$ cat config.mk
export PLATFORM = sky130hd
export DESIGN_NAME = clock_reset_generator_config
export DESIGN_NICKNAME = d
export VERILOG_FILES = /design/src/pkg/clock_reset_pkg.sv /design/src/rtl/clock_reset_generator_config.sv
export VERILOG_INCLUDE_DIRS = /design/src /design/src/pkg
export SDC_FILE = /design/constraint.sdc
export NUM_CORES = 1
export LEC_CHECK = 0
export BUFFER_PORTS_ARGS = -buffer_cell sky130_fd_sc_hd__clkbuf_2
export CORE_ASPECT_RATIO = 1.4
export CORE_UTILIZATION = 58
export DETAILED_ROUTE_END_ITERATION = 8
export PLACE_DENSITY_LB_ADDON = 0.25
export SLEW_MARGIN = 10
export SYNTH_ARGS = -nofsm -noshare
export SYNTH_HDL_FRONTEND = slang
export SYNTH_SLANG_ARGS = --single-unit
$ cat constraint.sdc
create_clock -name clock -period 3 [get_ports clock]
set_input_delay 0.15 -clock clock [delete_from_list [all_inputs] [get_ports clock]]
set_output_delay 0.15 -clock clock [all_outputs]
set_load 0.02 [all_outputs]
$ cat src/pkg/clock_reset_consts.svh
// Offsets, field positions, reset values and timing counts of the clock and reset generator
`ifndef CLOCK_RESET_CONSTS_SVH
`define CLOCK_RESET_CONSTS_SVH

// ***********************************************
// Register offsets (word indexes from the base)
// ***********************************************
`define OFS_PLL_MULTIPLIER        4'h0
`define OFS_PLL_REFERENCE_DIVIDER 4'h1
`define OFS_FACTORY_TEST_FLAGS    4'h2
`define OFS_CLOCK_STATUS_FLAGS    4'h3
`define OFS_CLOCK_INTERRUPT_EN    4'h4
`define OFS_CLOCK_SOURCE_SELECT   4'h5
`define OFS_PLL_CONTROL           4'h6
`define OFS_PERIODIC_TICK_CONTROL 4'h7
`define OFS_WATCHDOG_CONTROL      4'h8
`define OFS_FACTORY_FORCE_BYPASS  4'h9
`define OFS_FACTORY_TEST_CONTROL  4'ha
`define OFS_WATCHDOG_SERVICE      4'hb

// ***********************************************
// Writable bit masks
// ***********************************************
`define MASK_MULTIPLIER    8'h3f
`define MASK_REF_DIVIDER   8'h0f
`define MASK_INT_ENABLES   8'h92
`define MASK_PLL_CONTROL   8'hf7
`define MASK_TICK_CONTROL  8'h7f
`define MASK_WDOG_CONTROL  8'hc7

// ***********************************************
// Field positions
// ***********************************************
`define BIT_PLL_CLOCK_SELECT   7
`define BIT_PSEUDO_STOP_SELECT 6
`define BIT_SYS_WAIT_GATE      5
`define BIT_CORE_WAIT_GATE     2
`define BIT_TICK_WAIT_GATE     1
`define BIT_WDOG_WAIT_GATE     0
`define BIT_CLOCK_MONITOR_EN   7
`define BIT_PLL_ON             6
`define BIT_SELF_CLOCK_EN      0
`define BIT_TICK_STOP_EN       7
`define BIT_WDOG_STOP_EN       6
`define BIT_FLAG_LOCK_CHANGE   4
`define BIT_FLAG_LOCK          3
`define BIT_FLAG_TRACK         2
`define BIT_FLAG_SCM_CHANGE    1
`define BIT_FLAG_SCM           0

// ***********************************************
// Reset values
// ***********************************************
`define RST_PLL_CONTROL   8'hf1
`define RST_ZERO          8'h00

// ***********************************************
// Timing
// ***********************************************
`define CLOCK_PERIOD_NS      25
`define RESET_PULSE_NS       1000
`define RESET_PULSE_CYCLES   ((`RESET_PULSE_NS) / (`CLOCK_PERIOD_NS))
`define QUALITY_CHECK_NS     50000
`define QUALITY_CHECK_CYCLES ((`QUALITY_CHECK_NS) / (`CLOCK_PERIOD_NS))

`endif

$ cat src/pkg/clock_reset_pkg.sv
// Types of the clock and reset generator
package clock_reset_pkg;

  typedef enum logic [2:0] {
    mode_run,
    mode_wait,
    mode_full_stop,
    mode_pseudo_stop,
    mode_self_clock
  } clock_mode_type;

  typedef struct packed {
    logic [3:0] address;
    logic [7:0] write_data;
    logic       write_strobe;
    logic       read_strobe;
  } reg_request_type;

  typedef struct packed {
    logic wait_request;
    logic stop_request;
    logic clock_lost;
    logic clock_good;
    logic pll_locked;
    logic pll_tracking;
    logic internal_reset;
  } plant_status_type;

  typedef struct packed {
    logic       oscillator_enable;
    logic       pll_enable;
    logic       system_clock_enable;
    logic       core_clock_enable;
    logic       bus_from_pll;
    logic       pll_at_minimum;
    logic       quality_check_active;
    logic       watchdog_run;
    logic       tick_run;
    logic [7:0] pll_loop_multiplier;
    logic [4:0] pll_reference_division;
  } clock_control_type;

endpackage : clock_reset_pkg

$ cat src/rtl/clock_reset_generator_config.sv
// Register map and mode sequencing of the clock and reset generator
`include "clock_reset_consts.svh"

// What this block does
// Tick and watchdog run only after software loads a nonzero rate value.
// Wait mode gates system and core clocks per clock select bits.
// Stop enters full stop if pseudo-stop select is 0, else pseudo-stop.
// Full stop disables oscillator, halts clocks, freezes watchdog and tick.
// Pseudo-stop keeps oscillator; watchdog and tick run only if enabled.
// Self-clock entered when monitor and self-clock enabled and clock lost.
// Entering self-clock mode starts an oscillator clock quality check.
// Self-clock mode is left only after the quality check passes.
// Reset pin low resets asynchronously; device drives it low on internal reset. Here only arst_n resets; reset_pin_in_n is unused.
// PLL output equals reference times two times multiplier plus one.
// PLL output never falls below the minimum self-clock frequency.
// With PLL selected the bus clock is PLL output divided by two.
// Reference divider divides oscillator clock by divider value plus one.
// Multiplier writes ignored while PLL clock select is set.
// Reference divider writes ignored while PLL clock select is set.
// Accepted multiplier or divider write reinitializes lock and track bits.
// Factory test flags read zero and ignore writes.
// Each register answers at base plus its own offset.
// Self-clock mode derives clocks from the PLL at minimum frequency.
// Unimplemented and reserved bits read zero and ignore writes.
module clock_reset_generator_config
  import clock_reset_pkg::*;
(
  input  wire logic                              clock,
  input  wire logic                              arst_n,
  input  wire clock_reset_pkg::reg_request_type  request,
  output logic [7:0]                             read_data,
  input  wire clock_reset_pkg::plant_status_type plant,
  output clock_reset_pkg::clock_control_type     control,
  output clock_reset_pkg::clock_mode_type        mode,
  input  wire logic                              reset_pin_in_n,
  output logic                                   reset_pin_out_n,
  output logic                                   reset_pin_oe
);
  import clock_reset_pkg::*;

  // ***********************************************
  // State
  // ***********************************************
  typedef struct packed {
    logic [7:0]        multiplier_value;
    logic [7:0]        reference_divider_value;
    logic [7:0]        status_flags;
    logic [7:0]        interrupt_enables;
    logic [7:0]        clock_source_select;
    logic [7:0]        pll_control;
    logic [7:0]        periodic_tick_rate;
    logic [7:0]        watchdog_rate;
    logic [7:0]        read_data;
    clock_mode_type    mode;
    logic [15:0]       quality_count;
    logic [7:0]        reset_count;
    logic              lock_hold;
    clock_control_type control;
    logic              reset_pin_oe;
  } state_type;

  state_type state;
  state_type next_state;

  logic       write_multiplier;
  logic       write_divider;
  logic       pll_selected;
  logic [7:0] read_mux;

  always_comb begin
    pll_selected     = state.clock_source_select[`BIT_PLL_CLOCK_SELECT];
    write_multiplier = request.write_strobe && request.address == `OFS_PLL_MULTIPLIER && !pll_selected;
    write_divider    = request.write_strobe && request.address == `OFS_PLL_REFERENCE_DIVIDER && !pll_selected;
  end

  // ***********************************************
  // Read decode
  // ***********************************************
  always_comb begin
    case (request.address)
      `OFS_PLL_MULTIPLIER:        read_mux = state.multiplier_value;
      `OFS_PLL_REFERENCE_DIVIDER: read_mux = state.reference_divider_value;
      `OFS_CLOCK_STATUS_FLAGS:    read_mux = state.status_flags;
      `OFS_CLOCK_INTERRUPT_EN:    read_mux = state.interrupt_enables;
      `OFS_CLOCK_SOURCE_SELECT:   read_mux = state.clock_source_select;
      `OFS_PLL_CONTROL:           read_mux = state.pll_control;
      `OFS_PERIODIC_TICK_CONTROL: read_mux = state.periodic_tick_rate;
      `OFS_WATCHDOG_CONTROL:      read_mux = state.watchdog_rate;
      // Factory test, service and unmapped offsets read zero
      default:                    read_mux = `RST_ZERO;
    endcase
  end

  // ***********************************************
  // Next state
  // ***********************************************
  always_comb begin
    logic tick_allowed;
    logic wdog_allowed;
    logic lock_now;
    logic track_now;
    tick_allowed = 1'b0;
    wdog_allowed = 1'b0;
    lock_now     = 1'b0;
    track_now    = 1'b0;
    next_state   = state;

    // Register writes; masks keep reserved bits at zero
    if (write_multiplier) begin
      next_state.multiplier_value = request.write_data & `MASK_MULTIPLIER;
    end
    if (write_divider) begin
      next_state.reference_divider_value = request.write_data & `MASK_REF_DIVIDER;
    end
    if (request.write_strobe) begin
      case (request.address)
        `OFS_CLOCK_INTERRUPT_EN:    next_state.interrupt_enables  = request.write_data & `MASK_INT_ENABLES;
        `OFS_CLOCK_SOURCE_SELECT:   next_state.clock_source_select = request.write_data;
        `OFS_PLL_CONTROL:           next_state.pll_control        = request.write_data & `MASK_PLL_CONTROL;
        `OFS_PERIODIC_TICK_CONTROL: next_state.periodic_tick_rate = request.write_data & `MASK_TICK_CONTROL;
        `OFS_WATCHDOG_CONTROL:      next_state.watchdog_rate      = request.write_data & `MASK_WDOG_CONTROL;
        // Factory test registers swallow writes
        default:                    next_state.reset_pin_oe       = state.reset_pin_oe;
      endcase
    end
    next_state.read_data = request.read_strobe ? read_mux : `RST_ZERO;

    // Change flags clear on writing one; a new change in the same cycle wins
    if (request.write_strobe && request.address == `OFS_CLOCK_STATUS_FLAGS) begin
      next_state.status_flags[7:4] = state.status_flags[7:4] & ~request.write_data[7:4] & 4'hf;
      next_state.status_flags[`BIT_FLAG_SCM_CHANGE] =
        state.status_flags[`BIT_FLAG_SCM_CHANGE] & ~request.write_data[`BIT_FLAG_SCM_CHANGE];
    end

    // ***********************************************
    // Mode sequencing
    // ***********************************************
    case (state.mode)
      mode_run, mode_wait: begin
        if (state.pll_control[`BIT_CLOCK_MONITOR_EN] && state.pll_control[`BIT_SELF_CLOCK_EN]
            && plant.clock_lost) begin
          next_state.mode          = mode_self_clock;
          next_state.quality_count = 16'h0000;
        end else if (plant.stop_request) begin
          next_state.mode = state.clock_source_select[`BIT_PSEUDO_STOP_SELECT]
                            ? mode_pseudo_stop : mode_full_stop;
        end else if (plant.wait_request) begin
          next_state.mode = mode_wait;
        end else begin
          next_state.mode = mode_run;
        end
      end
      mode_full_stop, mode_pseudo_stop: begin
        if (!plant.stop_request) begin
          next_state.mode = mode_run;
        end
      end
      mode_self_clock: begin
        // Leave only once the oscillator has looked good for the whole check window
        if (!plant.clock_good) begin
          next_state.quality_count = 16'h0000;
        end else if (state.quality_count >= 16'(`QUALITY_CHECK_CYCLES)) begin
          next_state.mode = mode_run;
        end else begin
          next_state.quality_count = state.quality_count + 16'h0001;
        end
      end
      default: next_state.mode = mode_run;
    endcase

    // Self-clock change flag, set wins over clear
    if ((next_state.mode == mode_self_clock) != (state.mode == mode_self_clock)) begin
      next_state.status_flags[`BIT_FLAG_SCM_CHANGE] = 1'b1;
    end
    next_state.status_flags[`BIT_FLAG_SCM] = next_state.mode == mode_self_clock;

    // Lock and track cleared by an accepted write and in self-clock mode
    next_state.lock_hold = write_multiplier || write_divider;
    if (!(write_multiplier || write_divider || state.lock_hold) && state.mode != mode_self_clock) begin
      lock_now  = plant.pll_locked;
      track_now = plant.pll_tracking;
    end
    if (lock_now != state.status_flags[`BIT_FLAG_LOCK]) begin
      next_state.status_flags[`BIT_FLAG_LOCK_CHANGE] = 1'b1;
    end
    next_state.status_flags[`BIT_FLAG_LOCK]  = lock_now;
    next_state.status_flags[`BIT_FLAG_TRACK] = track_now;

    // ***********************************************
    // Clock controls
    // ***********************************************
    // Tick and watchdog are dead until software gives them a rate
    tick_allowed = state.periodic_tick_rate[6:0] != 7'h00;
    wdog_allowed = state.watchdog_rate[2:0] != 3'h0;

    next_state.control.oscillator_enable   = next_state.mode != mode_full_stop;
    next_state.control.pll_enable          = state.pll_control[`BIT_PLL_ON] || next_state.mode == mode_self_clock;
    next_state.control.pll_at_minimum      = next_state.mode == mode_self_clock;
    next_state.control.quality_check_active = next_state.mode == mode_self_clock;
    next_state.control.bus_from_pll        = pll_selected || next_state.mode == mode_self_clock;
    // Multiplier and divider are handed on as the factors the PLL must apply
    // Eight bits: the top multiplier value gives a factor of 128
    next_state.control.pll_loop_multiplier    = {1'b0, state.multiplier_value[5:0], 1'b0} + 8'h02;
    next_state.control.pll_reference_division = {1'b0, state.reference_divider_value[3:0]} + 5'h01;

    case (next_state.mode)
      mode_wait: begin
        next_state.control.system_clock_enable = !state.clock_source_select[`BIT_SYS_WAIT_GATE];
        next_state.control.core_clock_enable   = !state.clock_source_select[`BIT_CORE_WAIT_GATE];
        next_state.control.tick_run = tick_allowed && !state.clock_source_select[`BIT_TICK_WAIT_GATE];
        next_state.control.watchdog_run = wdog_allowed && !state.clock_source_select[`BIT_WDOG_WAIT_GATE];
      end
      mode_full_stop: begin
        next_state.control.system_clock_enable = 1'b0;
        next_state.control.core_clock_enable   = 1'b0;
        next_state.control.tick_run            = 1'b0;
        next_state.control.watchdog_run        = 1'b0;
      end
      mode_pseudo_stop: begin
        next_state.control.system_clock_enable = 1'b0;
        next_state.control.core_clock_enable   = 1'b0;
        next_state.control.tick_run     = tick_allowed && state.pll_control[`BIT_TICK_STOP_EN];
        next_state.control.watchdog_run = wdog_allowed && state.pll_control[`BIT_WDOG_STOP_EN];
      end
      default: begin
        next_state.control.system_clock_enable = 1'b1;
        next_state.control.core_clock_enable   = 1'b1;
        next_state.control.tick_run            = tick_allowed;
        next_state.control.watchdog_run        = wdog_allowed;
      end
    endcase

    // ***********************************************
    // Reset pin drive
    // ***********************************************
    // A pulse stretcher so a one-cycle internal reset is seen off chip
    if (plant.internal_reset) begin
      next_state.reset_count  = 8'(`RESET_PULSE_CYCLES);
      next_state.reset_pin_oe = 1'b1;
    end else if (state.reset_count != 8'h00) begin
      next_state.reset_count  = state.reset_count - 8'h01;
      next_state.reset_pin_oe = 1'b1;
    end else begin
      next_state.reset_pin_oe = 1'b0;
    end
  end

  // ***********************************************
  // Registers
  // ***********************************************
  // arst_n is the reset input, reset_pin_in_n is not used: a low arst_n loads every reset value at once
  always_ff @(posedge clock or negedge arst_n) begin
    if (!arst_n) begin
      state                     <= '0;
      state.pll_control         <= `RST_PLL_CONTROL;
      state.mode                <= mode_run;
      state.control.oscillator_enable   <= 1'b1;
      state.control.pll_enable          <= 1'b1;
      state.control.system_clock_enable <= 1'b1;
      state.control.core_clock_enable   <= 1'b1;
      state.control.pll_loop_multiplier    <= 8'h02;
      state.control.pll_reference_division <= 5'h01;
    end else begin
      state <= next_state;
    end
  end

  assign read_data       = state.read_data;
  assign control         = state.control;
  assign mode            = state.mode;
  assign reset_pin_out_n = 1'b0;
  assign reset_pin_oe    = state.reset_pin_oe;

endmodule : clock_reset_generator_config

* Yosys cells after proc, flatten, opt, wreduce, memory -nomap -nowiden *
Cells that the tools add are included.

storage, ports and cells
  output and inout port bits = 35
  input port bits = 24
  word-level logic and storage cells = 123
  register bits = 106

operators by class
  multiplexer cells = 26
  add/subtract/negate cells = 4
  bitwise operators = 4
  reduce and logical (&&, ||, !) cells = 40
  $lt $le $gt $ge = 1
  equality and inequality tests = 21

operator list
  cell                                                                                   number
  8-bit case mux with 8 select lines                                                     1
  16-bit 2-to-1 mux                                                                      3
  16-bit case mux with 2 select lines                                                    1
  8-bit 2-to-1 mux                                                                       3
  16-bit by 1-bit adder with 16-bit output, second input constant                        1
  4-bit by 3-bit equality test with 1-bit output, second input constant                  4
  16-bit by 11-bit greater-or-equal comparator with 1-bit output, second input constant  1
  3-bit 2-to-1 mux                                                                       5
  3-bit by 2-bit equality test with 1-bit output, second input constant                  4
  1-bit logical AND                                                                      12
  1-bit 2-to-1 mux                                                                       10
  2-bit AND reduction                                                                    5
  3-bit case mux with 3 select lines                                                     1
  7-bit by 2-bit adder with 8-bit output, second input constant                          1
  2-bit nonzero test                                                                     4
  8-bit nonzero test                                                                     1
  8-bit by 1-bit subtractor with 8-bit output, second input constant                     1
  7-bit nonzero test                                                                     1
  3-bit by 1-bit equality test with 1-bit output, second input constant                  2
  3-bit equality test, second input constant                                             2
  1-bit logical NOT                                                                      6
  3-bit != test, second input constant                                                   2
  2-bit case mux with 3 select lines                                                     1
  2-bit OR reduction                                                                     3
  17 further kinds                                                                       21

* Longest topological paths before layout *
  depth in word-level cells = 10
  mapped depth = 7

* Worst setup path before layout *
Ideal clock, no wire load.

  path kind = reg-to-reg
  start point = register state[32] (netlist name)
  end point = register state[38] (netlist name)
  library setup time = 125 ps
  stages on the path, launching flop included = 6
  clock period less this slack = 1674 ps
  data required time = 2875 ps
  arrival = 1549 ps
  path slack = 1326 ps
  cell sequence = dfrtp_1 -> ha_1 -> nand3_1 -> a2111oi_0 -> o21a_1 -> mux2_2

between the ends
  cells in the longest elaborated chain, start to end = 4

RTL lines
  item                                      line                                 RTL
  start, declared                           clock_reset_generator_config.sv:62   state_type state;
  start signal, assigned                    clock_reset_generator_config.sv:264  state <= next_state;
  16-bit by 1-bit adder with 16-bit output  clock_reset_generator_config.sv:165  next_state.quality_count = state.quality_count + 16'h0001;
  16-bit 2-to-1 mux                         clock_reset_generator_config.sv:162  end else if (state.quality_count >= 16'(`QUALITY_CHECK_CYCLES)) begin
  16-bit 2-to-1 mux                         clock_reset_generator_config.sv:160  if (!plant.clock_good) begin
  16-bit case mux with 2 select lines       clock_reset_generator_config.sv:138  case (state.mode)

Parallel ways exist; a longest one is shown, timed or not. The select of a mux whose other input is x is not followed.
A chain may end at the register's enable or synchronous reset.

* Worst setup path in the final report *
  start point = register mode[1] (netlist name)
  end point = register state[39] (netlist name)

between the ends
  cells in the longest elaborated chain, start to end = 4

RTL lines
  item                                                                                 line
  3-bit by 1-bit equality test with 1-bit output or 3-bit logical NOT (tied branches)  clock_reset_generator_config.sv:138
  2-bit OR reduction                                                                   clock_reset_generator_config.sv:138
  2-bit != test (no source line) or 2-bit nonzero test (tied branches)                 -
  3-bit AND reduction (no source line)                                                 -

Parallel ways exist; a longest one is shown, timed or not.

==> results.md <==
* Status: complete, no violations
* Post-synth EDFFs at 0
* Remaining antenna violation count at 0
* Switch share at 0.2906
* DR vias/cell at 5.928
* Logic pwr share at 0.190
* CP max FO at 17
* Startpoint Class: flip-flop
* Dpl hpwl at 7.378 mm
* Critical path launch point: mode[1]$_DFF_PN0_
* Post-synthesis sequential area ratio at 0.5093
* RSZ-0062 raised after global routing: no
* Synth async-reset ratio at 1.000
* Clock skew at 0.009028 ns
* Synth unique cells at 73
* Measured slew at the worst slew-check pin at 0.8098 ns
* H-tree levels at 3
* Synth area leader: dfrtp_1
* Synth top area share at 0.4530
* Compound-Gate Fraction of Synth Area at 0.1072
* Gates resized, CTS repair at 0
* Seq pwr share at 0.489
* CTS tree: built
* Die X at 81.54 um
* Chip height at 113.4 um
* Fin cells at 583
* Leakage power at 2.535 nW
* Pin count of the biggest net entering global routing at 67
* PortBufs at 55
* DR vias at 3456
* Final hold violations at 0
* Register bit total from synthesis at 104
* Max-Cap Viols at 0
* Clock tree sinks at 104
* Layout net count at 502
* Area delta synth->final at 8.427%
* Total die area at 0.009243 sq mm
* Cell Area, Synth at 0.005137 sq mm
* Crit path kind: flip-flop to flip-flop
* Most frequent cell after synthesis: dfrtp_1
* Buf/Inv on CP at 0
* Post-route setup TNS at 0 ns
* Post-Synth XOR/XNOR Area at 0.01364
* RR Startpoint: mode[1]$_DFF_PN0_
* Top FF cell, synth: dfrtp_1
* GRT overflow at 0
* Slew HR at 0.4601
* Core area at 0.008608 sq mm
* CTS Buf Count at 9
* VDD IR max at 0.0004338 V
* # diodes at 0
* Initial antenna violation count at 0
* Avg Synthesized Cell Area at 11.42 sq um
* Share of layout cells above drive strength 1 at 0.3243
* Drt first pass iters at 4
* First-pass GRT wire length at 16.84 mm
* Skew-Pair Late Insertion Delay at 0.35 ns
* Gr usage total at 0.2481
* Worst EP arrival at 2.25 ns
* Row count at 40
* Critical path required time at 3.29 ns
* CTS clock-pin slew for the worst setup and hold paths at 0.07 ns
* Number of remaining DRC errors at 0
* Synthesis warning total at 0
* I/O pins at 59
* Post-Synth Adder-Cell Area at 0.01218
* Initial Util at 0.5968
* Hold Path Class: primary input to flip-flop
* Int Pwr at 2.726 mW
* Post-synthesis simple-gate area fraction at 0.1534
* DRT iter0 DRCs at 180
* DRT Wirelength at 10.38 mm
* Post-synthesis instance total at 450
* Minimum clock period at 1.960 ns
* Critical-path cell list: nand4bb_1 -> nor4_1 -> o22a_1
* CTS Buffer Depth at 2
* Most frequent cells after synthesis: 93 x dfrtp_1, 44 x mux2_2, 37 x buf_4, 22 x nand2_1, 21 x nor2_1
* CTS root buf: clkbuf_16
* Setup crit end kind: flip-flop
* Power Density at 689.7 mW/mm^2
* Top delay family on crit path: simple AND/OR/NAND/NOR gates
* Net Sw Power at 1.116 mW
* Clock share of power at 0.321
* Placed Cells at 565
* Synth area leaders: dfrtp_1 45%, mux2_2 9.6%, dfstp_2 5.6%
* Peak Freq at 510.2 MHz
* Routed length per instance at 17.80 um
* Multiplexer share of the synthesized area at 0.1242
* Global placement routability congestion at 0.9117
* Main combinational cell family by area after synthesis: simple AND/OR/NAND/NOR gates
* Crit share post-route at 0.6533
* Vias in the first global route at 3379
* Endpoints failing setup at 0
* Min-delay src: plant[2]
* Slowest stage delay, CP at 0.70 ns
* Slew Limit Fails at 0
* CP max stage cell: nand4bb_1
## repair_timing
| action | 4_1_cts | 5_1_grt |
|---|---|---|
| buffers inserted | 0 | 0 |
| hold buffers | 2 | 0 |
| hold endpoints to repair | 58 | 0 |
## worst register-to-register path, delay by kind of cell (launching register included)
family	cells	cell delay [ns]
flops	1	0.54
simple gates	2	1.20
compound gates	1	0.17
## area by class of cell
type	count	area [sq um]
multi-input combinational	279	2117
fill	680	3038
inverter	19	71.32
timing repair buffer	60	320.3
sequential	104	2616
tap	105	131.4
clock inverter	6	85.08
clock buffer	10	229.0
## flip-flops by register name, indices dropped and copies added (netlist names)
signal	flops
mode	3
state	72
reset_pin_oe	1
pll_selected	1
read_data	8
control	19
## power by group through the flow
stage,logic (mW),clock network [mW],registers [mW]
4_1_cts,0.737,1.26,1.88
3_5_place_dp,0.732,0,1.90
6_report,0.732,1.23,1.88
5_1_grt,0.798,1.31,1.91
2_1_floorplan,0.654,0,1.83
3_3_place_gp,0.712,0,1.89
## layout by cell type (no fill, tap or decap), types with 4 or more instances in the layout
master and count:
dfrtp_1 93, nand3_1 12, dfstp_2 11, mux2_2 44
and2b_2 4, nand2_1 22, o21ai_0 12, nor4_1 5
clkbuf_16 9, nor2_1 21, inv_1 19, nand3b_1 7
ha_1 5, clkbuf_2 54, buf_4 4, nand4_1 5
o22a_1 6, and3_1 7, nand2b_1 7, a21oi_1 16
xnor2_1 5, a22oi_1 4, mux2i_1 12, nor3_1 13
nor2b_1 4
## routing by layer
| layer | track usage | part of all wire | up-vias | wire length, um |
|---|---|---|---|---|
| li1 | - | - | 1618 | - |
| met1 | 0.3182 | 0.43 | 1728 | 4425 |
| met2 | 0.3906 | 0.50 | 86 | 5182 |
| met3 | 0.04677 | 0.039 | 24 | 407 |
| met4 | 0.1357 | 0.035 | 0 | 363 |
| met5 | 0 | 0 | - | 0 |
## cells by family (layout without fill, tap and decap cells)
kind of cell | Yosys count | in the layout
adder cells (fa/ha/maj) | 5 | 5
multiplexers | 57 | 57
other | 1 | 2
AND/OR/NAND/NOR | 133 | 133
buffers and inverters | 68 | 95
flip-flops | 104 | 104
AO/OA/AOI/OAI | 74 | 74
XOR/XNOR | 8 | 8
## metrics by stage
| stage | power (mW) | worst slack [ns] | hold slack, ns | cell area [sq um] | util |
|---|---|---|---|---|---|
| 5_1_grt | 4.018 | 0.9005 | 0.06518 | 5570 | 0.6471 |
| 3_5_place_dp | 2.632 | 1.082 | 0.3014 | 5236 | 0.6083 |
| 4_1_cts | 3.871 | 1.071 | 0.04676 | 5570 | 0.6471 |
| 6_report | 3.842 | 1.040 | 0.04930 | 5570 | 0.6471 |
| 3_3_place_gp | 2.602 | 1.111 | 0.2937 | 5236 | 0.6083 |
| 2_1_floorplan | 2.480 | 1.326 | -0.1456 | 5141 | - |
## worst paths after layout
| path | endpoint | slack, ns | cells past startpoint |
|---|---|---|---|
| max | state[39]$_DFFE_PN0P_ | 1.04 | 3 |
| min | state[102]$_DFF_PN0_ | 0.05 | 3 |
| max reg2reg | state[39]$_DFFE_PN0P_ | 1.04 | 3 |
| min reg2reg | control[18]$_DFF_PN1_ | 0.47 | 1 |
| max in group asynchronous | control[0]$_DFF_PN1_ | 1.72 | 3 |
| min in group asynchronous | reset_pin_oe$_DFF_PN0_ | 0.44 | 2 |
No activity file was read; power rests on OpenSTA's default activity.
